[src/cca_pkg.sv]
// Register map, field layouts and constants of the counter array channels
package cca_pkg;
   localparam int NCH = 3;

   // Byte addresses on the register bus
   localparam logic [7:0] REG_MODE  = 8'h00;
   localparam logic [7:0] REG_FLAG  = 8'h04;
   localparam logic [7:0] REG_COUNT = 8'h08;
   localparam logic [7:0] REG_POL   = 8'h0C;
   // Channel n sits at 0x10 * (n + 1); offsets inside a channel
   localparam logic [3:0] CH_FIRST  = 4'h1;
   localparam logic [3:0] OFS_CFG   = 4'h0;
   localparam logic [3:0] OFS_LOW   = 4'h4;
   localparam logic [3:0] OFS_HIGH  = 4'h8;

   // Timebase codes
   localparam logic [2:0] TB_DIV12 = 3'h0;
   localparam logic [2:0] TB_DIV4  = 3'h1;
   localparam logic [2:0] TB_TMR   = 3'h2;
   localparam logic [2:0] TB_ECI   = 3'h3;
   localparam logic [2:0] TB_SYS   = 3'h4;
   localparam logic [2:0] TB_EXT8  = 3'h5;
   localparam logic [2:0] TB_LFO8  = 3'h6;

   // Prescaler counts 0..11; divide by 4 taps its low bits (12 = 3 * 4)
   localparam logic [3:0]  PRE_LAST  = 4'hB;
   localparam logic [1:0]  DIV4_LAST = 2'h3;
   localparam logic [2:0]  OSC_LAST  = 3'h7;
   localparam logic [15:0] CNT_TOP   = 16'hFFFF;
   localparam logic [15:0] SPAN8     = 16'h0100;
   localparam logic [15:0] ONE16     = 16'h0001;

   typedef struct packed {
      logic       reload_access_select;
      logic [1:0] cycle_length_select;
      logic       intermediate_irq_enable;
      logic       overflow_irq_enable;
      logic [2:0] timebase_select;
   } cca_mode_t;

   typedef struct packed {
      logic [NCH-1:0] channel_event_flag;
      logic           intermediate_overflow_flag;
      logic           counter_overflow_flag;
   } cca_flags_t;

   typedef struct packed {
      logic wide_pwm_select;
      logic comparator_enable;
      logic rising_capture_enable;
      logic falling_capture_enable;
      logic match_flag_enable;
      logic toggle_on_match;
      logic pwm_enable;
      logic channel_irq_enable;
   } cca_chan_cfg_t;

   localparam cca_mode_t     MODE_RST = '0;
   localparam cca_chan_cfg_t CFG_RST  = '0;

   // Mask of the low 8..11 bits (or all 16 when wide)
   function automatic logic [15:0] cca_len_mask(input logic [1:0] cls,
                                                input logic       wide);
      logic [15:0] m;
      m = (SPAN8 << cls) - ONE16;
      return wide ? CNT_TOP : m;
   endfunction : cca_len_mask
endpackage : cca_pkg

[src/cca_top.sv]
// Counter array: timebase, 16-bit counter, capture/compare channels, bus
//
// Chosen here: the register offsets and the Avalon-MM interface to the registers.
`timescale 1ns/1ps
module cca_top (
   input  wire logic             mclk,
   input  wire logic             resetn,
   input  wire logic [7:0]       avs_address,
   input  wire logic             avs_read,
   input  wire logic             avs_write,
   input  wire logic [31:0]      avs_writedata,
   input  wire logic [3:0]       avs_byteenable,
   output logic      [31:0]      avs_readdata,
   output logic                  avs_waitrequest,
   input  wire logic             timer_overflow,
   input  wire logic             ext_count_pin,
   input  wire logic             ext_osc_pin,
   input  wire logic             lf_osc_pin,
   input  wire logic [2:0]       channel_pin_i,
   output logic      [2:0]       channel_pin_o,
   output logic      [2:0]       channel_pin_oe,
   output logic                  irq
);
   localparam int N = cca_pkg::NCH;

   cca_pkg::cca_mode_t     mode;
   cca_pkg::cca_flags_t    flags;
   cca_pkg::cca_chan_cfg_t cfg [N];
   logic [15:0]            cpr [N];
   logic [15:0]            arr [N];
   logic [15:0]            counter;
   logic [N-1:0]           inv;
   logic [N-1:0]           out;
   logic [3:0]             pre;
   logic [2:0]             osc_div;
   logic [2:0]             lfo_div;
   logic [2:0]             xs1, xs2, xs3;
   logic [N-1:0]           chs1, chs2, chs3, filt, filt_q;
   logic                   count_tick;
   logic                   cnt_new;
   logic                   ovf_evt, mid_evt;
   logic [15:0]            mid_mask;
   logic                   wr;
   logic [7:0]             wd;
   logic [3:0]             ch_ofs;
   logic [1:0]             ch_idx;
   logic                   ch_hit;
   logic [31:0]            rd_word;
   logic [N-1:0]           cap_mode, m16, m8, pm, po, cap_evt;
   logic [N-1:0]           freq_hit, ch_evt, next_out, wr_low, wr_high;
   logic [N-1:0]           ie, rel_hit;

   // Pin synchronisers: first stage feeds only the second
   always_ff @(posedge mclk or negedge resetn) begin
      if (!resetn) begin
         xs1 <= '0;
         xs2 <= '0;
         xs3 <= '0;
      end else begin
         xs1 <= {lf_osc_pin, ext_osc_pin, ext_count_pin};
         xs2 <= xs1;
         xs3 <= xs2;
      end
   end

   // Level is accepted only once two samples agree
   always_ff @(posedge mclk or negedge resetn) begin
      if (!resetn) begin
         chs1   <= '0;
         chs2   <= '0;
         chs3   <= '0;
         filt   <= '0;
         filt_q <= '0;
      end else begin
         chs1   <= channel_pin_i;
         chs2   <= chs1;
         chs3   <= chs2;
         filt   <= (chs2 & ~(chs2 ^ chs3)) | (filt & (chs2 ^ chs3));
         filt_q <= filt;
      end
   end

   // Prescaler and oscillator dividers
   always_ff @(posedge mclk or negedge resetn) begin
      if (!resetn) begin
         pre     <= '0;
         osc_div <= '0;
         lfo_div <= '0;
      end else begin
         pre <= (pre == cca_pkg::PRE_LAST) ? '0 : pre + 4'h1;
         if (xs2[1] && !xs3[1])
            osc_div <= osc_div + 3'h1;
         if (xs2[2] && !xs3[2])
            lfo_div <= lfo_div + 3'h1;
      end
   end

   // Timebase selection; reserved code stops the counter
   always_comb begin
      count_tick = 1'b0;
      case (mode.timebase_select)
         cca_pkg::TB_DIV12: count_tick = (pre == cca_pkg::PRE_LAST);
         cca_pkg::TB_DIV4:  count_tick = (pre[1:0] == cca_pkg::DIV4_LAST);
         cca_pkg::TB_TMR:   count_tick = timer_overflow;
         cca_pkg::TB_ECI:   count_tick = !xs2[0] && xs3[0];
         cca_pkg::TB_SYS:   count_tick = 1'b1;
         cca_pkg::TB_EXT8:  count_tick = xs2[1] && !xs3[1] &&
                                         osc_div == cca_pkg::OSC_LAST;
         cca_pkg::TB_LFO8:  count_tick = xs2[2] && !xs3[2] &&
                                         lfo_div == cca_pkg::OSC_LAST;
         default:           count_tick = 1'b0;
      endcase
   end

   assign mid_mask = cca_pkg::cca_len_mask(mode.cycle_length_select,
                                           1'b0);
   assign ovf_evt  = count_tick && counter == cca_pkg::CNT_TOP;
   assign mid_evt  = count_tick && (counter & mid_mask) == mid_mask;

   // Bus decode: one wait cycle, then the access completes
   assign wr     = avs_write && !avs_waitrequest && avs_byteenable[0];
   assign wd     = avs_writedata[7:0];
   assign ch_ofs = avs_address[3:0];
   assign ch_idx = 2'(avs_address[7:4] - cca_pkg::CH_FIRST);
   assign ch_hit = avs_address[7:4] >= cca_pkg::CH_FIRST &&
                   avs_address[7:4] < cca_pkg::CH_FIRST + 4'(N);

   // Channel mode decode and match detection
   always_comb begin
      logic [15:0] nm;
      nm = '0;
      for (int n = 0; n < N; n++) begin
         // PWM length is shared unless the channel is wide
         nm = cca_pkg::cca_len_mask(mode.cycle_length_select,
                                    cfg[n].wide_pwm_select);
         ie[n]       = cfg[n].channel_irq_enable;
         // Capture when match, toggle and PWM are all clear
         cap_mode[n] = !cfg[n].match_flag_enable &&
                       !cfg[n].toggle_on_match && !cfg[n].pwm_enable;
         cap_evt[n]  = cap_mode[n] &&
                       ((cfg[n].rising_capture_enable &&
                         filt[n] && !filt_q[n]) ||
                        (cfg[n].falling_capture_enable &&
                         !filt[n] && filt_q[n]));
         // Compare once per counter value, in the cycle after it moved
         m16[n] = cnt_new && counter == cpr[n];
         m8[n]  = cnt_new && counter[7:0] == cpr[n][7:0];
         pm[n]  = cnt_new && (counter & nm) == (cpr[n] & nm);
         po[n]  = cnt_new && (counter & nm) == '0;
         freq_hit[n] = cfg[n].comparator_enable &&
                       cfg[n].toggle_on_match && cfg[n].pwm_enable &&
                       m8[n];
         rel_hit[n]  = cfg[n].pwm_enable && !cfg[n].toggle_on_match &&
                       !cfg[n].wide_pwm_select && po[n];
         // Flags fire whatever the interrupt enables say
         ch_evt[n] = cap_evt[n] ||
            (cfg[n].comparator_enable && cfg[n].match_flag_enable &&
             !cfg[n].pwm_enable && m16[n]) ||
            (cfg[n].toggle_on_match && cfg[n].pwm_enable &&
             cfg[n].match_flag_enable && m16[n]) ||
            (cfg[n].pwm_enable && !cfg[n].toggle_on_match &&
             cfg[n].match_flag_enable && cfg[n].comparator_enable &&
             pm[n]);
         next_out[n] = out[n];
         if (cfg[n].comparator_enable && cfg[n].match_flag_enable &&
             cfg[n].toggle_on_match && !cfg[n].pwm_enable && m16[n])
            next_out[n] = !out[n];
         if (freq_hit[n])
            next_out[n] = !out[n];
         if (cfg[n].pwm_enable && !cfg[n].toggle_on_match) begin
            // Match beats overflow so a zero compare gives 100%
            if (!cfg[n].comparator_enable)
               next_out[n] = 1'b0;
            else if (pm[n])
               next_out[n] = 1'b1;
            else if (po[n])
               next_out[n] = 1'b0;
         end
         wr_low[n]  = wr && ch_hit && ch_idx == 2'(n) &&
                      ch_ofs == cca_pkg::OFS_LOW;
         wr_high[n] = wr && ch_hit && ch_idx == 2'(n) &&
                      ch_ofs == cca_pkg::OFS_HIGH;
      end
   end

   // Counter
   always_ff @(posedge mclk or negedge resetn) begin
      if (!resetn) begin
         counter <= '0;
         cnt_new <= 1'b0;
      end else begin
         cnt_new <= count_tick;
         if (wr && avs_address == cca_pkg::REG_COUNT)
            counter <= avs_writedata[15:0];
         else if (count_tick)
            counter <= counter + cca_pkg::ONE16;
      end
   end

   // Global control registers
   always_ff @(posedge mclk or negedge resetn) begin
      if (!resetn) begin
         mode <= cca_pkg::MODE_RST;
         inv  <= '0;
      end else if (wr) begin
         if (avs_address == cca_pkg::REG_MODE)
            mode <= wd;
         if (avs_address == cca_pkg::REG_POL)
            inv <= wd[N-1:0];
      end
   end

   // Sticky flags, write one to clear; a new event beats the clear
   always_ff @(posedge mclk or negedge resetn) begin
      if (!resetn) begin
         flags <= '0;
      end else begin
         if (wr && avs_address == cca_pkg::REG_FLAG)
            flags <= (flags & ~wd[$bits(flags)-1:0]) |
                     {ch_evt, mid_evt, ovf_evt};
         else
            flags <= flags | {ch_evt, mid_evt, ovf_evt};
      end
   end

   // Channel configuration and compare storage
   always_ff @(posedge mclk or negedge resetn) begin
      if (!resetn) begin
         for (int n = 0; n < N; n++) begin
            cfg[n] <= cca_pkg::CFG_RST;
            cpr[n] <= '0;
            arr[n] <= '0;
         end
      end else begin
         for (int n = 0; n < N; n++) begin
            if (cap_evt[n])
               cpr[n] <= counter;
            // Adding 0x00 leaves the low byte, i.e. 256 counts
            if (freq_hit[n])
               cpr[n][7:0] <= cpr[n][7:0] + cpr[n][15:8];
            if (rel_hit[n]) begin
               if (mode.cycle_length_select == '0)
                  cpr[n][7:0] <= cpr[n][15:8];
               else
                  cpr[n] <= arr[n];
            end
            if (wr && ch_hit && ch_idx == 2'(n) &&
                ch_ofs == cca_pkg::OFS_CFG)
               cfg[n] <= wd;
            // Low byte first: it stops the comparator until high lands
            if (wr_low[n])
               cfg[n].comparator_enable <= 1'b0;
            if (wr_high[n])
               cfg[n].comparator_enable <= 1'b1;
            if (wr_low[n] && !mode.reload_access_select)
               cpr[n][7:0] <= wd;
            if (wr_high[n] && !mode.reload_access_select)
               cpr[n][15:8] <= wd;
            if (wr_low[n] && mode.reload_access_select)
               arr[n][7:0] <= wd;
            if (wr_high[n] && mode.reload_access_select)
               arr[n][15:8] <= wd;
         end
      end
   end

   // Outputs; polarity acts only on the pin
   always_ff @(posedge mclk or negedge resetn) begin
      if (!resetn) begin
         out            <= '0;
         channel_pin_o  <= '0;
         channel_pin_oe <= '0;
         irq            <= 1'b0;
      end else begin
         out            <= next_out;
         channel_pin_o  <= next_out ^ inv;
         channel_pin_oe <= ~cap_mode;
         irq <= |(flags.channel_event_flag & ie) ||
                (flags.counter_overflow_flag &&
                 mode.overflow_irq_enable) ||
                (flags.intermediate_overflow_flag &&
                 mode.intermediate_irq_enable);
      end
   end

   // Read mux
   always_comb begin
      rd_word = '0;
      if (avs_address == cca_pkg::REG_MODE)
         rd_word[7:0] = mode;
      else if (avs_address == cca_pkg::REG_FLAG)
         rd_word[$bits(flags)-1:0] = flags;
      else if (avs_address == cca_pkg::REG_COUNT)
         rd_word[15:0] = counter;
      else if (avs_address == cca_pkg::REG_POL)
         rd_word[N-1:0] = inv;
      else if (ch_hit) begin
         case (ch_ofs)
            cca_pkg::OFS_CFG:  rd_word[7:0] = cfg[ch_idx];
            cca_pkg::OFS_LOW:  rd_word[7:0] = mode.reload_access_select ?
                                  arr[ch_idx][7:0] : cpr[ch_idx][7:0];
            cca_pkg::OFS_HIGH: rd_word[7:0] = mode.reload_access_select ?
                                  arr[ch_idx][15:8] : cpr[ch_idx][15:8];
            default:           rd_word = '0;
         endcase
      end
   end

   // Avalon slave: waitrequest drops for exactly one cycle per access
   always_ff @(posedge mclk or negedge resetn) begin
      if (!resetn) begin
         avs_waitrequest <= 1'b1;
         avs_readdata    <= '0;
      end else begin
         avs_waitrequest <= !((avs_read || avs_write) && avs_waitrequest);
         if (avs_read && avs_waitrequest)
            avs_readdata <= rd_word;
      end
   end
endmodule : cca_top

[config.mk]
export PLATFORM = sky130hd
export DESIGN_NAME = cca_top
export DESIGN_NICKNAME = d
export VERILOG_FILES = /design/src/cca_pkg.sv /design/src/cca_top.sv
export SDC_FILE = /design/constraint.sdc
export NUM_CORES = 1
export LEC_CHECK = 0
export BUFFER_PORTS_ARGS = -buffer_cell sky130_fd_sc_hd__buf_2
export CAP_MARGIN = 25
export CORE_ASPECT_RATIO = 1.25
export CORE_MARGIN = 2
export CORE_UTILIZATION = 47
export DETAILED_ROUTE_END_ITERATION = 16
export PLACE_DENSITY = 0.68
export SLEW_MARGIN = 20
export SYNTH_ARGS = -nofsm -noshare
export SYNTH_HDL_FRONTEND = slang
export SYNTH_SLANG_ARGS = --single-unit
[constraint.sdc]
create_clock -name mclk -period 4.65 [get_ports mclk]
set_input_delay 0.465 -clock mclk [delete_from_list [all_inputs] [get_ports mclk]]
set_output_delay 0.465 -clock mclk [all_outputs]
set_load 0.03 [all_outputs]
==> results of run 1 <==
[path summary, 6_finish.rpt]
| check | start | end | slack [ns] |
|---|---|---|---|
| max | mode[6] | cpr[19] | 1.40 |
| min | resetn | arr[45] | -0.02 |
| min reg2reg | xs1[1] | xs2[1] | 0.35 |
| max reg2reg | mode[6] | cpr[19] | 1.40 |
| min in group mclk | lf_osc_pin | xs1[2] | 0.04 |
| max in group asynchronous | resetn | flags[1] | 3.69 |
[power by group]
part           total, uW  switching [uW]  internal, uW
clock               1730             754           980
sequential          2160             191          1960
combinational        769             435           334
total               4660            1380          3280
[critical path, stage by stage, from the launching register on]
cell,delay (ns)
dfrtp_1,0.58
nor2_1,0.22
inv_1,0.07
ha_1,0.35
nand2b_1,0.22
and2_1,0.22
nand2_1,0.20
nor4_4,0.09
nor3_1,0.78
a221oi_1,0.22
a21oi_1,0.20
[flip-flops by register name (all words and copies together) (netlist names), 3 cells and up, named ones only]
name / flops
channel_pin_oe: 3
channel_pin_o: 3
arr: 48
mode: 8
avs_readdata: 16
out: 3
flags: 5
lfo_div: 3
osc_div: 3
filt_q: 3
inv: 3
xs2: 3
counter: 16
chs1: 3
chs2: 3
pre: 4
chs3: 3
xs3: 3
cpr: 48
xs1: 3
cfg: 24
[placed cells by master (no fill, tap or decap), types with 5 or more instances in the layout]
| cell type | instances |
|---|---|
| ha_1 | 34 |
| nor2b_1 | 11 |
| nand3_1 | 27 |
| inv_1 | 32 |
| a211oi_1 | 10 |
| mux2i_1 | 33 |
| nor3_2 | 5 |
| mux4_2 | 16 |
| xor2_1 | 25 |
| a21oi_1 | 73 |
| a221oi_1 | 25 |
| dfrtp_1 | 212 |
| mux2_2 | 105 |
| nor3_1 | 20 |
| o211ai_1 | 11 |
| buf_4 | 21 |
| xnor2_1 | 63 |
| a31oi_1 | 8 |
| conb_1 | 16 |
| clkbuf_1 | 10 |
| a221o_1 | 9 |
| a22o_1 | 5 |
| o21ai_0 | 106 |
| and3_1 | 11 |
| and2_1 | 5 |
| a21o_1 | 6 |
| or3_1 | 6 |
| o21a_1 | 5 |
| nand2_1 | 183 |
| o22ai_1 | 7 |
| a22oi_1 | 18 |
| nand4_1 | 15 |
| buf_2 | 58 |
| clkbuf_16 | 23 |
| nand2b_1 | 13 |
| nor2_1 | 72 |
[kinds of logic (layout without fill, tap and decap cells)]
kind of cell | count (synthesis) | in the layout | synth area share [%]
XOR/XNOR | 88 | 88 | 5.83
adder cells (fa/ha/maj) | 41 | 41 | 3.97
multiplexers | 154 | 154 | 14.2
other | 1 | 16 | 0.0284
flip-flops | 214 | 214 | 40.5
buffers and inverters | 147 | 154 | 5.20
AO/OA/AOI/OAI | 320 | 320 | 15.5
AND/OR/NAND/NOR | 402 | 402 | 14.8
[cells in the mapped netlist (all sizes together) (4+ instances only)]
cell type,number
dfrtp,213
nand2,186
o21ai,109
mux2,105
a21oi,75
nor2,74
xnor2,63
buf,60
clkbuf,55
ha,34
mux2i,33
inv,32
nand3,28
a221oi,26
nor3,25
xor2,25
a22oi,18
mux4,16
nand4,15
nand2b,13
and3,12
nor2b,11
o211ai,11
a211oi,10
a221o,9
a31oi,8
o22ai,7
a21o,6
nor4,6
or3,6
a22o,5
and2,5
o21a,5
maj3,4
nand3b,4
[final cells by class]
type,count,area (sq um)
Clock buffer,37,668
Tap cell,350,438
Multi-Input combinational cell,1021,7260
Inverter,32,120
Timing Repair Buffer,81,483
Clock inverter,4,26.3
Fill cell,2486,13300
Sequential cell,214,5360
[through the flow]
step	setup slack (ns)	hold slack (ns)	total power [uW]
after global routing	1.30	0.0270	4860
after CTS	1.58	0.0232	4680
after detailed placement	1.12	0.336	2940
after global placement	1.15	0.332	2910
after floorplan	1.39	0.169	2670
final	1.40	-0.0197	4660
[metal layers]
metal / up-vias / wire, um / global-route usage, %
li1: 4885 / - / -
met1: 5291 / 16500 / 36.0
met2: 483 / 18300 / 43.5
met3: 133 / 2970 / 4.67
met4: 0 / 2630 / 16.2
met5: - / 0 / 0
==> summary.md, run 1 <==
| Metric | Value |
|---|---|
| Status | finished with violations |
| Violated checks | hold timing |
| Crit path launch type | flop |
| Total Neg Setup Slack | 0 ns |
| PD cells | 325 nW/um^2 |
| Global-route wire length before repair | 62.4 mm |
| Vias | 10792 |
| Post-DP HPWL | 28.9 mm |
| Row count | 68 |
| Post-CTS Resized | 0 |
| Final Setup Violations | 0 |
| Max Clock Freq | 0.308 GHz |
| Syn Area/Cell | 9.67 sq um |
| Post-layout instance area | 14400 sq um |
| Routed wire length | 40.4 mm |
| Cell variety after synth | 83 |
| # diodes | 0 |
| Post-DP Area | 13700 sq um |
| EDFF count, synth | 0 |
| Crit-path max FO | 15 |
| Min Tclk post-route | 3.25 ns |
| Clk pin slew, worst setup/hold paths | 0.06 ns |
| Fin. max-slew vios | 0 |
| Drt drc | 0 |
| Seq/Total Area, Yosys | 40.5% |
| RSZ-0062 raised after global routing | no |
| Grt total ovfl | 0 |
| Fin nets | 1465 |
| DIE AREA | 29500 sq um |
| H-tree depth | 1 |
| Die Span X | 154 um |
| Post-CTS setup buffer count | 0 |
| Drt wl/cell | 23.2 um |
| Synthesized instance count | 1367 |
| Largest net degree at the start of global routing | 127 |
| Area growth syn-to-layout | 8.53% |
| Clock skew | 0.0219 ns |
| Final hold violation count | 6 |
| WHS | -0.0197 ns |
| Mapped Area | 13200 sq um |
| Setup CP Type | flop to flop |
| Buffers added on ports | 59 |
| Layout cell share with drive strength beyond 1 | 18.9% |
| Slew HR | 25.4% |
| GP Congestion | 1.02 |
| Root Driver | clkbuf_16 |
| Initial DRC count | 894 |
| VDD IR max | 0.349 mV |
| Post-CTS Hold Buffers | 0 |
| Ys Warns | 0 |
| First-pass DRT Iterations | 6 |
| Lkg Pwr | 0.00600 uW |
| Placed Instances | 1698 |
| Initial antenna violation count | 1 |
| Maximum root-to-sink buffer count | 3 |
| Io pins | 95 |
| CTS sink cnt | 214 |
| Hold Path Class | primary input to asynchronous set/reset pin |
| Core Box Area | 27700 sq um |
| #FFs+latches synth | 214 |
| Final period util | 69.8% |
| Vias per cell | 6.21 |
| Worst Reg-to-Reg Cells | 10 |
| Layout Utilization | 51.9% |
| Top-area cell type share of the netlist area | 40.3% |
| Least-Margin Pin Slew | 1.11 ns |
| Post-synth top flop | dfrtp_1 |
| Leading post-synthesis cells by cell area | dfrtp_1, mux2_2, nand2_1 |
| Number of CTS-inserted buffers | 23 |
| Vias in the first global route | 10483 |
| Max-cap violation count | 0 |
| Ys async rst share | 100% |
| Die height | 192 um |
| Initial Utilization | 47.8% |
| Cell taking the most area after synthesis | dfrtp_1 |
| Layout Cells excl Fill | 1739 |
| WP data required | 5.10 ns |
| ANT nets after route | 0 |
| Latest clock arrival within the worst-skew pair | 0.54 ns |
| Crit path arrival time | 3.70 ns |
| Crit path capture type | flop |
| Overall Global Routing Usage | 27.6% |
| CTS tree | built |
(Power assumes the default switching activity.)
==> run 2, diff against run 1 <==
--- a/config.mk
+++ b/config.mk
@@ -5,6 +5,7 @@
 export SDC_FILE = /design/constraint.sdc
 export NUM_CORES = 1
 export LEC_CHECK = 0
+export ABC_AREA = 1
 export BUFFER_PORTS_ARGS = -buffer_cell sky130_fd_sc_hd__buf_2
 export CAP_MARGIN = 25
 export CORE_ASPECT_RATIO = 1.25
==> constraint.sdc (replaced) <==
create_clock -name mclk -period 3.39 [get_ports mclk]
set_input_delay 0.339 -clock mclk [delete_from_list [all_inputs] [get_ports mclk]]
set_output_delay 0.339 -clock mclk [all_outputs]
set_load 0.03 [all_outputs]
==> summary.md, run 2 <==
| Metric | Value |
|---|---|
| RSZ-0062 raised after global routing | no (unchanged) |
| Post-DP HPWL | 40.2 mm (was 28.9 mm) |
| Most frequent cells in the layout | nand2_1, o21ai_0, dfrtp_1 (was dfrtp_1, nand2_1, o21ai_0) |
| Worst Reg-to-Reg Cells | 11 (was 10) |
| Vias in the first global route | 13497 (was 10483) |
| Die Span X | 158 um (was 154 um) |
| Largest net degree at the start of global routing | 99 (was 127) |
| Fin nets | 2081 (was 1465) |
| Latest clock arrival within the worst-skew pair | 0.56 ns (was 0.54 ns) |
| Post-DP Area | 14700 sq um (was 13700 sq um) |
| Fin. max-slew vios | 0 (unchanged) |
| Max-cap violation count | 0 (unchanged) |
| Min Tclk post-route | 2.90 ns (was 3.25 ns) |
| Slew HR | 35.5% (was 25.4%) |
| Vias per cell | 5.94 (was 6.21) |
| Top-area cell type share of the netlist area | 38.5% (was 40.3%) |
| Clock skew | 0.0249 ns (was 0.0219 ns) |
| Least-Margin Pin Slew | 0.966 ns (was 1.11 ns) |
| Cell repeated most along the worst path | nand2_1 |
| Cell variety after synth | 55 (was 83) |
| Synthesized instance count | 1917 (was 1367) |
| CTS tree | built (unchanged) |
| Lkg Pwr | 0.00728 uW (was 0.00600 uW) |
| VDD IR max | 0.430 mV (was 0.349 mV) |
| Cell taking the most area after synthesis | dfrtp_1 (unchanged) |
| Leading post-synthesis cells by cell area | dfrtp_1, nand2_1, o21ai_0 (was dfrtp_1, mux2_2, nand2_1) |
| R2r endpoint | counter[1] (was cpr[19]) |
| Die height | 196 um (was 192 um) |
| Crit path arrival time | 3.31 ns (was 3.70 ns) |
| Maximum root-to-sink buffer count | 3 (unchanged) |
| Core Box Area | 29200 sq um (was 27700 sq um) |
| CTS sink cnt | 214 (unchanged) |
| WP depth | 11 (was 10) |
| Worst setup margin | 0.487 ns (was 1.40 ns) |
| Critical path endpoint | counter[1] (was cpr[19]) |
| Ys Warns | 0 (unchanged) |
| EDFF count, synth | 0 (unchanged) |
| Hold_sp | avs_writedata[15] |
| Crit path launch type | flop (unchanged) |
| Max Clock Freq | 0.344 GHz (was 0.308 GHz) |
| Placement Setup Slack | 0.587 ns (was 1.12 ns) |
| CP max stage cell | nand2_1 (was nor3_1) |
| Dominant cell by count in the synthesized netlist | nand2_1 (was dfrtp_1) |
| Global-route wire length before repair | 82.4 mm (was 62.4 mm) |
| FF-to-FF Start | pre[0] (was mode[6]) |
| DIE AREA | 30900 sq um (was 29500 sq um) |
| GP Congestion | 1.03 (was 1.02) |
| Crit-path max FO | 22 (was 15) |
| Crit path from | pre[0] (was mode[6]) |
| Row count | 70 (was 68) |
| #FFs+latches synth | 214 (unchanged) |
| Post-CTS Hold Buffers | 9 (was 0) |
| Most frequent cells after synthesis | nand2_1, o21ai_0, dfrtp_1, inv_1, nor2_1 (was dfrtp_1, nand2_1, o21ai_0, mux2_2, a21oi_1) |
| Bufs and invs on worst path | 2 (was 1) |
| Post-CTS Resized | 0 (unchanged) |
| ANT nets after route | 0 (unchanged) |
| First-pass DRT Iterations | 7 (was 6) |
| Buffers added on ports | 59 (unchanged) |
| Number of CTS-inserted buffers | 24 (was 23) |
| Reg2reg setup slack | 0.49 ns (was 1.40 ns) |
| PD cells | 542 nW/um^2 (was 325 nW/um^2) |
| Final Setup Violations | 0 (unchanged) |
| WP data required | 3.80 ns (was 5.10 ns) |
| Post-CTS setup buffer count | 0 (unchanged) |
| Post-synth top flop | dfrtp_1 (unchanged) |
| Hold Path Class | primary input to flop (was primary input to asynchronous set/reset pin) |
| Initial antenna violation count | 0 (was 1) |
| Initial Utilization | 47.5% (was 47.8%) |
| Ys async rst share | 100% (unchanged) |
| Grt total ovfl | 0 (unchanged) |
| Status | completed (was finished with violations) |
| Root Driver | clkbuf_16 (unchanged) |
| Io pins | 95 (unchanged) |
| Most common cell after layout, fill and taps aside | nand2_1 (was dfrtp_1) |
| Initial DRC count | 1614 (was 894) |
| Mapped Area | 13900 sq um (was 13200 sq um) |
| Overall Global Routing Usage | 36.0% (was 27.6%) |
| Syn Area/Cell | 7.23 sq um (was 9.67 sq um) |
| Post-layout instance area | 15700 sq um (was 14400 sq um) |
| Final period util | 85.6% (was 69.8%) |
| Cell Chain, Critical Path | ha_1 -> nand2_1 -> nor2_1 -> inv_1 -> nor3_1 -> a221oi_1 -> nand2_1 -> inv_1 -> nand2_1 -> o211ai_1 -> o21ai_0 (was nor2_1 -> inv_1 -> ha_1 -> nand2b_1 -> and2_1 -> nand2_1 -> nor4_4 -> nor3_1 -> a221oi_1 -> a21oi_1) |
| Setup CP Type | flop to flop (unchanged) |
| Drt drc | 0 (unchanged) |
| Layout cell share with drive strength beyond 1 | 10.3% (was 18.9%) |
| Crit path capture type | flop (unchanged) |
| Hold path cells | 3 |
| H-tree depth | 1 (unchanged) |
| Max stage delay on crit path | 0.48 ns (was 0.78 ns) |
| Largest regs | arr: 48 flops, cpr: 48 flops, cfg: 24 flops (unchanged) |
| Final hold violation count | 0 (was 6) |
| Drt wl/cell | 22.9 um (was 23.2 um) |
| Seq/Total Area, Yosys | 38.7% (was 40.5%) |
| Clk pin slew, worst setup/hold paths | 0.07 ns (was 0.06 ns) |
| Routed wire length | 55.2 mm (was 40.4 mm) |
| Vias | 14276 (was 10792) |
| WHS | 0.0524 ns (was -0.0197 ns) |
| CP delay by family, top | simple AND/OR/NAND/NOR gates (unchanged) |
| Total Neg Setup Slack | 0 ns (unchanged) |
| Area growth syn-to-layout | 13.1% (was 8.53%) |
## run 2: worst min-delay path by stage
stage | endpoint | slack, ns
final | counter[15] | 0.05
after global routing | counter[12] | 0.06
after CTS | counter[15] | 0.04
after detailed placement | xs2[2] | 0.34
after global placement | xs2[0] | 0.33
after floorplan | asynchronous set/reset pin | 0.04
## run 2: logic make-up (layout without fill, tap and decap cells)
| logic type | count (synthesis) | after routing | synth area share (%) |
|---|---|---|---|
| adder cells (fa/ha/maj) | 40 | 40 | 3.72 |
| other | 1 | 17 | 0.0271 |
| flip-flops | 214 | 214 | 38.7 |
| buffers and inverters | 318 | 393 | 9.60 |
| AND/OR/NAND/NOR | 826 | 826 | 25.8 |
| AO/OA/AOI/OAI | 471 | 471 | 19.2 |
| multiplexers | 6 | 6 | 0.470 |
| XOR/XNOR | 41 | 41 | 2.59 |
## run 2: report_power, final
part | switching (uW) | total [uW] | internal [uW]
Clock | 1170 | 2860 | 1690
Sequential | 385 | 3160 | 2770
Combinational | 1660 | 2480 | 821
## run 2: layer usage
layer  vias to the layer above  global-route usage (%)  share of wire (%)
met5                         -                       0                  0
met4                         0                    21.2                6.8
met3                       213                    6.91                9.8
met2                       770                    56.1                 45
met1                      6772                    46.4                 39
li1                       6521                       -                  -
## run 2: worst reg2reg max path: stages, from the launching register on
cell	delay (ns)
dfrtp_1	0.40
ha_1	0.24
nand2_1	0.11
nor2_1	0.06
inv_1	0.07
nor3_1	0.04
a221oi_1	0.22
nand2_1	0.38
inv_1	0.40
nand2_1	0.48
o211ai_1	0.24
o21ai_0	0.12
## run 2: metrics by stage
step,utilization (%),power [uW],std cells
2_1_floorplan,-,4550,1932
3_3_place_gp,50.4,5530,2349
3_5_place_dp,50.4,5580,2349
4_1_cts,53.7,8450,2402
5_1_grt,53.7,8840,2403
6_report,53.7,8500,2404
## run 2: area by class of cell
type	instances	area [sq um]
clock buffer	28	647
fill	2869	13500
antenna	1	2.50
sequential	214	5360
inverter	216	813
timing repair buffer	133	928
clock inverter	16	209
multi-input combinational	1400	7220
tap	396	495
